### config.mk
export PLATFORM = sky130hd
export DESIGN_NAME = pcm_highway_port
export DESIGN_NICKNAME = d
export VERILOG_FILES = /design/src/verilog/pcm_port_pkg.sv /design/src/verilog/pcm_fifo2.sv /design/src/verilog/pcm_highway_port.sv
export VERILOG_INCLUDE_DIRS = /design/src /design/src/verilog
export SDC_FILE = /design/constraint.sdc
export NUM_CORES = 1
export LEC_CHECK = 0
export BUFFER_PORTS_ARGS = -buffer_cell sky130_fd_sc_hd__buf_2
export CORE_MARGIN = 1
export CORE_UTILIZATION = 40
export DETAILED_ROUTE_END_ITERATION = 16
export PLACE_DENSITY = 0.65
export SKIP_LAST_GASP = 1
export SLEW_MARGIN = 20
export SYNTH_ARGS = -nofsm -noshare
export SYNTH_HDL_FRONTEND = slang
export SYNTH_SLANG_ARGS = --single-unit
### constraint.sdc
create_clock -name mclk -period 8.5 [get_ports mclk]
set_input_delay 0.85 -clock mclk [delete_from_list [all_inputs] [get_ports mclk]]
set_output_delay 0.85 -clock mclk [all_outputs]
set_load 0.02 [all_outputs]
### src/verilog/pcm_port_params.svh
/*
  Register offsets, field positions, reset values and counts of the
  PCM highway port. Included by the package users; holds defines only.
*/
`ifndef PCM_PORT_PARAMS_SVH
`define PCM_PORT_PARAMS_SVH

// byte addresses on the register bus
`define REG_CTRL        8'h00
`define REG_STATUS      8'h04
`define REG_SLOT_BASE   8'h10
`define REG_TXDATA_BASE 8'h20
`define REG_RXDATA_BASE 8'h30

// control register fields
`define CTRL_TXSH_LSB   0
`define CTRL_RXSH_LSB   4
`define CTRL_PD_LSB     8
`define CTRL_RESET      32'h0000_0F00

// slot register fields
`define SLOT_TX_LSB     0
`define SLOT_TXEN_BIT   7
`define SLOT_RX_LSB     8
`define SLOT_RXEN_BIT   15

// status register fields
`define STAT_RATE_LSB   0
`define STAT_NORM_BIT   2
`define STAT_OVR_BIT    3

// frame shift limit and bits-per-frame thresholds of the four rates
`define SHIFT_MAX       3'h7
`define BITS_LIM_1M5    10'h0C8
`define BITS_LIM_2M     10'h12C
`define BITS_LIM_4M     10'h258
`define SLOTS_1M5       8'h18
`define SLOTS_2M        8'h20
`define SLOTS_4M        8'h40
`define SLOTS_8M        8'h80

`endif

### src/verilog/pcm_port_pkg.sv
/*
  Types shared by the PCM highway port, its assertions and its testbench.
  Assumes the params header is included by the users.
*/
package pcm_port_pkg;

  typedef enum logic [1:0] {
    MODE_RESET  = 2'b01,
    MODE_NORMAL = 2'b10
  } mode_t;

  typedef struct packed {
    logic [1:0] chan;
    logic [7:0] data;
  } rx_word_t;

  typedef struct packed {
    logic       valid;
    logic [6:0] slot;
    logic [2:0] bit_idx;
  } slot_pos_t;

endpackage

### src/verilog/pcm_fifo2.sv
/*
  Small shift-style buffer with valid/ready on both sides.
  Head entry and its valid bit are plain flip-flops, so the drain side
  sees registered outputs. Same clock as the writer and reader.
*/
`timescale 1ns/10ps
module pcm_fifo2 #(
  parameter int WIDTH = 10,
  parameter int DEPTH = 2
) (
  input  wire logic             mclk,
  input  wire logic             reset,
  input  wire logic [WIDTH-1:0] in_data,
  input  wire logic             in_valid,
  output logic                  in_ready,
  output logic [WIDTH-1:0]      out_data,
  output logic                  out_valid,
  input  wire logic             out_ready
);
  logic [WIDTH-1:0] mem_q [DEPTH];
  logic [DEPTH-1:0] full_q;
  logic             pop;
  logic             push;

  // ready only while the top entry is free: back-pressure to the source
  assign in_ready  = ~full_q[DEPTH-1];
  assign push      = in_valid & in_ready;
  assign pop       = full_q[0] & out_ready;
  assign out_data  = mem_q[0];
  assign out_valid = full_q[0];

  // shift down on pop, write into the first free slot after the shift
  always_ff @(posedge mclk or posedge reset) begin
    if (reset) begin
      full_q <= '0;
      for (int i = 0; i < DEPTH; i++) mem_q[i] <= '0;
    end else begin
      for (int i = 0; i < DEPTH; i++) begin
        logic occ;
        occ = (i + 1 < DEPTH) ? full_q[i + 1] : 1'b0;
        if (pop) begin
          full_q[i] <= occ | (push & ~occ & (i == 0 || full_q[i]));
          if (i + 1 < DEPTH && occ) mem_q[i] <= mem_q[i + 1];
          else if (push && (i == 0 || full_q[i])) mem_q[i] <= in_data;
        end else if (push && !full_q[i] && (i == 0 || full_q[i - 1])) begin
          full_q[i] <= 1'b1;
          mem_q[i]  <= in_data;
        end
      end
    end
  end
endmodule // pcm_fifo2

### src/verilog/pcm_highway_port.sv
/*
  One PCM highway port of a four-channel voice codec: mode pins, frame
  pulse, bit clock rate detection, transmit/receive slot timing, data
  tristate and the open-drain slot strobe, plus an Avalon-MM register
  slave. Assumes the bit clock, frame pulse, mode pins and receive data
  all come from outside the mclk domain and are much slower than mclk.
*/
// The register addresses and the Avalon-MM interface to the registers were left to the implementer.
// Functional notes
// - mode pins: 00 holds reset, high pin set with low pin clear runs
// - one 8 kHz frame pulse starts both receive and transmit frames
// - frame start delayed 0..7 bit periods, separately per direction
// - bits per frame detected, giving one of four rates and slot count
// - the master clock pin is the bit clock for both directions; here the bit clock is the separate pcm_bit_clk input, not mclk
// - open-drain strobe pulled low exactly during active transmit slots
// - transmit output high impedance except in assigned slots
// - byte shifted out MSB first, changing on rising bit clock edges
// - receive input ignored outside assigned receive slots
// - received bits sampled on falling bit clock edges
// - in reset, output tristated and no slots assigned
// - powered-down channel releases its transmit slot
`timescale 1ns/10ps
`include "pcm_port_params.svh"
module pcm_highway_port
  import pcm_port_pkg::*;
#(
  parameter int NCH = 4
) (
  input  wire logic        mclk,
  input  wire logic        reset,
  input  wire logic        mode_select_low,
  input  wire logic        mode_select_high,
  input  wire logic        frame_pulse,
  input  wire logic        pcm_bit_clk,
  input  wire logic        pcm_rx_in_a,
  output logic             pcm_tx_out_a_o,
  output logic             pcm_tx_out_a_oe,
  output logic             tx_slot_strobe_a_o,
  output logic             tx_slot_strobe_a_oe,
  input  wire logic [7:0]  avs_address,
  input  wire logic        avs_read,
  input  wire logic        avs_write,
  input  wire logic [31:0] avs_writedata,
  input  wire logic [3:0]  avs_byteenable,
  output logic [31:0]      avs_readdata,
  output logic             avs_waitrequest,
  output rx_word_t         rx_word,
  output logic             rx_word_valid,
  input  wire logic        rx_word_ready
);

  // two-flop synchronisers; stage 1 read only by stage 2
  logic [1:0] bclk_s1_q, bclk_s2_q;
  logic       bclk_s3_q;
  logic [4:0] pin_s1_q, pin_s2_q;
  always_ff @(posedge mclk or posedge reset) begin
    if (reset) begin
      pin_s1_q  <= '0;
      pin_s2_q  <= '0;
      bclk_s1_q <= '0;
      bclk_s2_q <= '0;
      bclk_s3_q <= 1'b0;
    end else begin
      pin_s1_q  <= {mode_select_high, mode_select_low, frame_pulse,
                    pcm_rx_in_a, 1'b0};
      pin_s2_q  <= pin_s1_q;
      bclk_s1_q <= {pcm_bit_clk, 1'b0};
      bclk_s2_q <= bclk_s1_q;
      bclk_s3_q <= bclk_s2_q[1];
    end
  end

  wire m_high  = pin_s2_q[4];
  wire m_low   = pin_s2_q[3];
  wire fp_s    = pin_s2_q[2];
  wire rxd_s   = pin_s2_q[1];
  wire b_rise  = bclk_s2_q[1] & ~bclk_s3_q;
  wire b_fall  = ~bclk_s2_q[1] & bclk_s3_q;

  // mode decode; forbidden codes are treated as reset for safety
  mode_t mode_q;
  wire   run_pins = m_high & ~m_low;
  always_ff @(posedge mclk or posedge reset) begin
    if (reset) mode_q <= MODE_RESET;
    else begin
      case (mode_q)
        MODE_RESET:  if (run_pins) mode_q <= MODE_NORMAL;
        MODE_NORMAL: if (!run_pins) mode_q <= MODE_RESET;
        default:     mode_q <= MODE_RESET;
      endcase
    end
  end
  wire in_reset = (mode_q != MODE_NORMAL);

  // position of a frame bit counter within a shifted frame
  function automatic slot_pos_t pos_of(input logic [9:0] cnt,
                                       input logic [2:0] sh,
                                       input logic [7:0] nslots);
    logic [9:0] p;
    p = cnt - {7'h00, sh};
    pos_of.valid   = (cnt >= {7'h00, sh}) && ({1'b0, p[9:3]} < nslots);
    pos_of.slot    = p[9:3];
    pos_of.bit_idx = p[2:0];
  endfunction

  // frame pulse sampled on falling bit clock edges, rise detected
  logic       fp_last_q, frame_arm_q;
  logic [9:0] cnt_q, frame_bits_q;
  logic [1:0] rate_q;
  wire  [9:0] cnt_d = frame_arm_q ? 10'h000 :
                      (&cnt_q ? cnt_q : cnt_q + 10'h001);
  always_ff @(posedge mclk or posedge reset) begin
    if (reset) begin
      fp_last_q    <= 1'b1;
      frame_arm_q  <= 1'b0;
      cnt_q        <= 10'h3FF;
      frame_bits_q <= 10'h000;
    end else begin
      if (b_fall) begin
        fp_last_q <= fp_s;
        if (fp_s && !fp_last_q) frame_arm_q <= 1'b1;
      end
      if (b_rise) begin
        cnt_q       <= cnt_d;
        frame_arm_q <= 1'b0;
        if (frame_arm_q) frame_bits_q <= cnt_q + 10'h001;
      end
    end
  end

  // rate class from bits per frame; slot count follows it
  wire [1:0] rate_d = (frame_bits_q <= `BITS_LIM_1M5) ? 2'h0 :
                      (frame_bits_q <= `BITS_LIM_2M)  ? 2'h1 :
                      (frame_bits_q <= `BITS_LIM_4M)  ? 2'h2 : 2'h3;
  wire [7:0] nslots = (rate_q == 2'h0) ? `SLOTS_1M5 :
                      (rate_q == 2'h1) ? `SLOTS_2M  :
                      (rate_q == 2'h2) ? `SLOTS_4M  : `SLOTS_8M;
  always_ff @(posedge mclk or posedge reset) begin
    if (reset) rate_q <= 2'h0;
    else       rate_q <= rate_d;
  end

  // software registers
  logic [31:0] ctrl_q;
  logic [15:0] slot_q   [NCH];
  logic [7:0]  txdata_q [NCH];
  logic [7:0]  rxdata_q [NCH];
  logic        ovr_q;
  wire  [2:0]  tx_sh  = ctrl_q[`CTRL_TXSH_LSB +: 3];
  wire  [2:0]  rx_sh  = ctrl_q[`CTRL_RXSH_LSB +: 3];
  wire  [3:0]  pd     = ctrl_q[`CTRL_PD_LSB +: 4];

  // slot positions for the next transmit bit and the current receive bit
  slot_pos_t tx_pos, rx_pos;
  assign tx_pos = pos_of(cnt_d, tx_sh, nslots);
  assign rx_pos = pos_of(cnt_q, rx_sh, nslots);

  // channel matching; lowest channel wins if software overlaps slots
  logic [NCH-1:0] tx_hit, rx_hit;
  always_comb begin
    for (int c = 0; c < NCH; c++) begin
      tx_hit[c] = !in_reset && tx_pos.valid && !pd[c] &&
                  slot_q[c][`SLOT_TXEN_BIT] &&
                  slot_q[c][`SLOT_TX_LSB +: 7] == tx_pos.slot;
      rx_hit[c] = !in_reset && rx_pos.valid &&
                  slot_q[c][`SLOT_RXEN_BIT] &&
                  slot_q[c][`SLOT_RX_LSB +: 7] == rx_pos.slot;
    end
  end
  logic [1:0] tx_ch, rx_ch;
  always_comb begin
    tx_ch = 2'h0;
    rx_ch = 2'h0;
    for (int c = NCH - 1; c >= 0; c--) begin
      if (tx_hit[c]) tx_ch = c[1:0];
      if (rx_hit[c]) rx_ch = c[1:0];
    end
  end
  wire tx_any = |tx_hit;
  wire rx_any = |rx_hit;

  // transmit pins change on rising bit clock edges; mode reset drops both drives at once
  always_ff @(posedge mclk or posedge reset) begin
    if (reset) begin
      pcm_tx_out_a_o      <= 1'b0;
      pcm_tx_out_a_oe     <= 1'b0;
      tx_slot_strobe_a_oe <= 1'b0;
    end else if (in_reset) begin
      pcm_tx_out_a_oe     <= 1'b0;
      tx_slot_strobe_a_oe <= 1'b0;
    end else if (b_rise) begin
      pcm_tx_out_a_o      <= txdata_q[tx_ch][3'h7 - tx_pos.bit_idx];
      pcm_tx_out_a_oe     <= tx_any;
      tx_slot_strobe_a_oe <= tx_any;
    end
  end
  // open-drain strobe only ever pulls low
  always_ff @(posedge mclk or posedge reset) begin
    if (reset) tx_slot_strobe_a_o <= 1'b0;
    else       tx_slot_strobe_a_o <= 1'b0;
  end

  // receive shift register, sampled on falling bit clock edges
  logic [6:0] rx_sh_q;
  logic       push_q;
  rx_word_t   push_word_q;
  logic       fifo_in_ready;
  always_ff @(posedge mclk or posedge reset) begin
    if (reset) begin
      rx_sh_q     <= 7'h00;
      push_q      <= 1'b0;
      push_word_q <= '0;
    end else begin
      push_q <= 1'b0;
      if (b_fall && rx_any) begin
        rx_sh_q <= {rx_sh_q[5:0], rxd_s};
        if (rx_pos.bit_idx == 3'h7) begin
          push_q           <= 1'b1;
          push_word_q.chan <= rx_ch;
          push_word_q.data <= {rx_sh_q, rxd_s};
        end
      end
    end
  end

  // a full buffer drops the byte and flags it; the link cannot stall
  pcm_fifo2 #(
    .WIDTH ($bits(rx_word_t)),
    .DEPTH (2)
  ) u_rx_buf (
    .mclk      (mclk),
    .reset     (reset),
    .in_data   (push_word_q),
    .in_valid  (push_q),
    .in_ready  (fifo_in_ready),
    .out_data  (rx_word),
    .out_valid (rx_word_valid),
    .out_ready (rx_word_ready)
  );

  // bus decode: one word per register, waitrequest drops for one cycle
  logic        wait_q;
  wire         req      = (avs_read | avs_write) & wait_q;
  wire         accept   = (avs_read | avs_write) & ~wait_q;
  wire         do_write = accept & avs_write;
  wire [1:0]   idx      = avs_address[3:2];
  wire         hit_ctrl = (avs_address == `REG_CTRL);
  wire         hit_stat = (avs_address == `REG_STATUS);
  wire         hit_slot = (avs_address[7:4] == `REG_SLOT_BASE >> 4);
  wire         hit_txd  = (avs_address[7:4] == `REG_TXDATA_BASE >> 4);
  wire         hit_rxd  = (avs_address[7:4] == `REG_RXDATA_BASE >> 4);
  wire [31:0]  status   = {28'h0000000, ovr_q, ~in_reset, rate_q};
  wire [31:0]  rd_mux   =
      hit_ctrl ? ctrl_q :
      hit_stat ? status :
      hit_slot ? {16'h0000, slot_q[idx]} :
      hit_txd  ? {24'h000000, txdata_q[idx]} :
      hit_rxd  ? {24'h000000, rxdata_q[idx]} : 32'h0000_0000;

  // byte-enable merge used by the control and slot registers
  function automatic logic [31:0] merge(input logic [31:0] old,
                                        input logic [31:0] wd,
                                        input logic [3:0]  be);
    for (int b = 0; b < 4; b++)
      merge[b*8 +: 8] = be[b] ? wd[b*8 +: 8] : old[b*8 +: 8];
  endfunction

  always_ff @(posedge mclk or posedge reset) begin
    if (reset) begin
      wait_q       <= 1'b1;
      avs_readdata <= 32'h0000_0000;
    end else begin
      wait_q <= ~req;
      if (req) avs_readdata <= rd_mux;
    end
  end
  assign avs_waitrequest = wait_q;

  // register writes; slots forced clear while the mode pins hold reset
  wire ovr_set = push_q & ~fifo_in_ready;
  always_ff @(posedge mclk or posedge reset) begin
    if (reset) begin
      ctrl_q <= `CTRL_RESET;
      ovr_q  <= 1'b0;
      for (int c = 0; c < NCH; c++) begin
        slot_q[c]   <= 16'h0000;
        txdata_q[c] <= 8'h00;
        rxdata_q[c] <= 8'h00;
      end
    end else begin
      if (do_write && hit_ctrl)
        ctrl_q <= merge(ctrl_q, avs_writedata, avs_byteenable) &
                  32'h0000_0F77;
      // set wins over the write-one clear
      if (ovr_set) ovr_q <= 1'b1;
      else if (do_write && hit_stat && avs_byteenable[0] &&
               avs_writedata[`STAT_OVR_BIT]) ovr_q <= 1'b0;
      for (int c = 0; c < NCH; c++) begin
        if (in_reset) slot_q[c] <= 16'h0000;
        else if (do_write && hit_slot && idx == c[1:0])
          slot_q[c] <= 16'(merge({16'h0000, slot_q[c]}, avs_writedata,
                                 avs_byteenable));
        if (do_write && hit_txd && idx == c[1:0] && avs_byteenable[0])
          txdata_q[c] <= avs_writedata[7:0];
        if (push_q && push_word_q.chan == c[1:0])
          rxdata_q[c] <= push_word_q.data;
      end
    end
  end

endmodule // pcm_highway_port

==> results.json <==
{
  "run_status": "completed",
  "post_cts_resized": 0,
  "timing.critical_path.slowest_stage_cell": "a2111oi_1",
  "postRouteWirelength_um": 33300,
  "yosysSeqAreaShare_pct": 46.0,
  "worstSetupStartpoint": "cnt_q[3]$_DFFE_PP1P_",
  "power_per_cell_area_nw_per_um2": 206,
  "grt_first_pass_wirelength_um": 53400,
  "floorplan.die.height_um": 181,
  "core_outline_area_sq_um": 31600,
  "drt-initial-drc-count": 711,
  "route.detailed.wl_per_inst_um": 20.0,
  "min_delay_worst_endpoint": "pin_s2_q[2]$_DFF_PP0_",
  "die-area_sq_um": 32800,
  "post_drt_via_cell_ratio": 5.73,
  "cellLeakagePower_nw": 6.45,
  "drt_pass1_iterations": 6,
  "clk-insertion-delay-late_ps": 550,
  "grt_start_max_net_pins": 114,
  "worst_ir_drop_vdd_mv": 0.159,
  "clock_skew_ps": 14.5,
  "area_growth_syn_to_layout_pct": 11.5,
  "reg2reg_setup_slack_ps": 1130,
  "final_slew_violations": 0,
  "crit_required_ps": 8960,
  "final.fill_count": 2974,
  "synth-async-reset-ratio_pct": 100,
  "area_of_placed_instances_sq_um": 13400,
  "highest_achievable_clock_rate_ghz": 0.136,
  "layout_cells_sized_above_1_pct": 24.0,
  "via_count_of_the_first_global_routing_pass": 9501,
  "path_clk_slew_ps": 60,
  "reg2regPathDepth": 23,
  "chipWidth_um": 181,
  "cap_violations": 0,
  "r2r-end": "pcm_tx_out_a_o$_DFFE_PP0P_",
  "synth_area_per_cell_sq_um": 10.7,
  "gp_congestion": 0.895,
  "final.setup.tns_ps": 0,
  "tritoncts_num_sinks": 235,
  "critical_path.max_fanout": 15,
  "critPathArrivalTime_ps": 7840,
  "core.rowCount": 65,
  "rr_startpoint": "cnt_q[3]$_DFFE_PP1P_",
  "worst_path_most_repeated_cell": "a21oi_1",
  "period_needed_ps": 7370,
  "finalCoreUtilization_pct": 45.4,
  "setup_violations": 0,
  "hold_class": "register to register",
  "footprint_of_the_multi_input_gates_sq_um": 6410,
  "cts.root.buffer_cell": "clkbuf_16",
  "final_antenna_net_count": 0,
  "worstHoldStart": "pin_s1_q[2]$_DFF_PP0_",
  "synthCells": 1203,
  "cp_slowest_stage_delay_ps": 1010,
  "synth-warning-count": 0,
  "setup.worst_path.end_class": "register",
  "postLayoutCellArea_sq_um": 14300,
  "clock_tree_from_tritoncts": "yes",
  "final.period_utilization_pct": 86.7,
  "synth-edff-count": 0,
  "critical-path-top-delay-family": "compound AO/OA/AOI/OAI gates",
  "drcViolationCount": 0,
  "final_net_count": 1314,
  "area.sequential_sq_um": 5900,
  "ctsHoldBuffers": 0,
  "postCtsSetupRepairBufs": 0,
  "critical_path.cell_chain": "and4_1 > and3_1 > nand2_1 > a21oi_1 > ha_1 > nor2b_1 > o21ai_0 > nor4b_2 > nand4_1 > o21a_1 > a21oi_1 > ha_1 > a21oi_1 > o21ai_0 > a21oi_1 > o211ai_1 > a2111oi_1 > nor4_1 > o311ai_0 > o211a_1 > nand4bb_1 > o31ai_1 > nor3_1",
  "cts.path.max_buffers": 3,
  "worst-path-buf-inv": 0,
  "antenna_found_initial": 0,
  "top_level_pins": 102,
  "dp_slack_ps": 1330,
  "final_hold_vio_count": 0,
  "routed-via-count": 9538,
  "slew_hr_pct": 24.6,
  "dp_hpwl_um": 23800,
  "cts_htree_levels": 1,
  "postSynth.topFlopCell": "dfrtp_1",
  "critical_path_source_type": "register",
  "yosys_register_bits": 235,
  "tightestPinTransition_ps": 1130,
  "grt_use_total_pct": 20.6,
  "grt_setup_unrepaired": "no",
  "worst_slack_ps": 1130,
  "grt_remaining_overflow": 0,
  "yosysUniqueCellTypes": 81,
  "worst_hold_path.num_cells": 0,
  "placement.io_buffers": 66,
  "tritoncts.num_buffers": 27,
  "critPathKind": "register to register",
  "antenna-diode-count": 0,
  "initial_util_pct": 40.7,
  "post_synth_instance_area_sq_um": 12800
}
[through the flow]
| step | std cells | total power [mW] | hold slack (ps) |
|---|---|---|---|
| after detailed placement | 1616 | 1.78 | 335 |
| final | 1666 | 2.94 | 345 |
| after global routing | 1666 | 3.08 | 351 |
| after floorplan | 1219 | 1.65 | 331 |
| after CTS | 1666 | 2.97 | 347 |
| after global placement | 1616 | 1.77 | 332 |
[area by class of cell]
type	instances	share of cell area, %
clock inverters	13	1.16
well taps	402	3.51
multi-input cells	859	44.8
inverters	37	1.02
flip-flops and latches	235	41.2
repair buffers	83	3.20
clock buffers	37	5.12
[power by group]
group / internal [mW] / switching (mW) / leakage [nW]
Clock: 0.699 / 0.475 / 0.433
Combinational: 0.202 / 0.320 / 2.88
Sequential: 1.18 / 0.0687 / 3.14
[logic make-up after synthesis]
logic type	synth area share (%)
compound gates	12.4
mux	16.6
simple gates	13.2
buf+inv	4.71
fa+ha+maj	1.85
flops	46.0
other cells	0.0292
xor+xnor	5.21
[worst reg2reg max path, cell delays in order, from the launching register on]
cell,delay (ps)
dfstp_2,710
and4_1,530
and3_1,370
nand2_1,80
a21oi_1,330
ha_1,310
nor2b_1,130
o21ai_0,280
nor4b_2,440
nand4_1,470
o21a_1,360
a21oi_1,280
ha_1,310
a21oi_1,130
o21ai_0,100
a21oi_1,250
o211ai_1,150
a2111oi_1,1010
nor4_1,80
o311ai_0,350
o211a_1,200
nand4bb_1,120
o31ai_1,90
nor3_1,200
[Yosys cell counts (4+ instances only)]
master	number	share of area [%]
a22oi_1	7	0.41
a22o_1	6	0.41
xnor3_1	6	1.1
o211ai_1	7	0.41
o2111ai_1	5	0.34
a21boi_0	5	0.29
o21ai_0	101	3.9
a221oi_1	4	0.27
nor2_1	57	1.7
inv_1	37	1.1
xor2_1	26	1.8
and2_1	13	0.63
buf_1	7	0.20
nor4_1	11	0.54
buf_4	31	1.8
a41oi_1	4	0.27
o21a_1	4	0.23
nand4_1	8	0.39
a211o_1	4	0.27
dfstp_2	17	3.5
nand2b_1	9	0.44
dfrtp_1	218	42
and4_1	5	0.34
mux4_2	32	5.6
nand2_1	136	4.0
nor3b_1	5	0.29
and3_1	7	0.34
a21o_1	6	0.35
nand3_1	32	1.2
clkbuf_1	40	1.2
ha_1	15	1.5
buf_2	9	0.35
xnor2_1	35	2.4
mux2i_1	17	1.3
a21oi_1	54	2.1
nor2b_1	12	0.58
mux2_2	109	9.6
nor3_1	28	1.1
a31oi_1	7	0.34
o31a_1	4	0.27
[sequential cells by signal, indices dropped and copies added (netlist names), 2 cells and up]
register,cells
avs_readdata,16
cnt_q,10
ctrl_q,10
frame_bits_q,10
mode_q,2
pin_s1_q,4
pin_s2_q,4
push_word_q,10
rate_q,2
rx_sh_q,7
rxdata_q,32
slot_q,64
txdata_q,32
u_rx_buf.full_q,2
u_rx_buf.mem_q,10
u_rx_buf.out_data,10
[worst max-delay path by stage]
| stage | to | slack, ps | depth (start not counted) |
|---|---|---|---|
| finish | pcm_tx_out_a_o$_DFFE_PP0P_ | 1130 | 23 |
| global route | pcm_tx_out_a_o$_DFFE_PP0P_ | 620 | 23 |
| CTS | pcm_tx_out_a_o$_DFFE_PP0P_ | 1280 | 23 |
| detailed placement | pcm_tx_out_a_o$_DFFE_PP0P_ | 1330 | 23 |
| global placement | pcm_tx_out_a_o$_DFFE_PP0P_ | 1510 | 23 |
| floorplan | avs_readdata[0]$_DFFE_PP0P_ | 1230 | 1 |
[per-layer routing]
metal / vias to the layer above / global-route usage [%] / share of wire (%)
met5: - / 0 / 0
met4: 0 / 7.49 / 3.2
met3: 61 / 2.90 / 5.7
met2: 333 / 33.1 / 47
met1: 4772 / 28.3 / 44
li1: 4372 / - / -
[cells in the final DEF, fill, tap and decap left out, drive strengths merged, types with 8 or more instances in the layout]
master,Yosys,final
nand3,33,33
mux2i,17,17
o211ai,8,8
a21oi,54,54
nand2,136,136
dfstp,17,17
conb,1,17
nand2b,9,9
and2,13,13
nor3,28,28
dfrtp,218,218
nor2b,12,12
mux2,110,110
xnor2,35,35
nor4,13,13
o21ai,102,102
xor2,26,26
ha,15,15
clkbuf,40,37
mux4,32,32
buf,48,83
nand4,8,8
inv,37,38
nor2,58,58
Note: power is estimated with default switching activity, not from simulation.
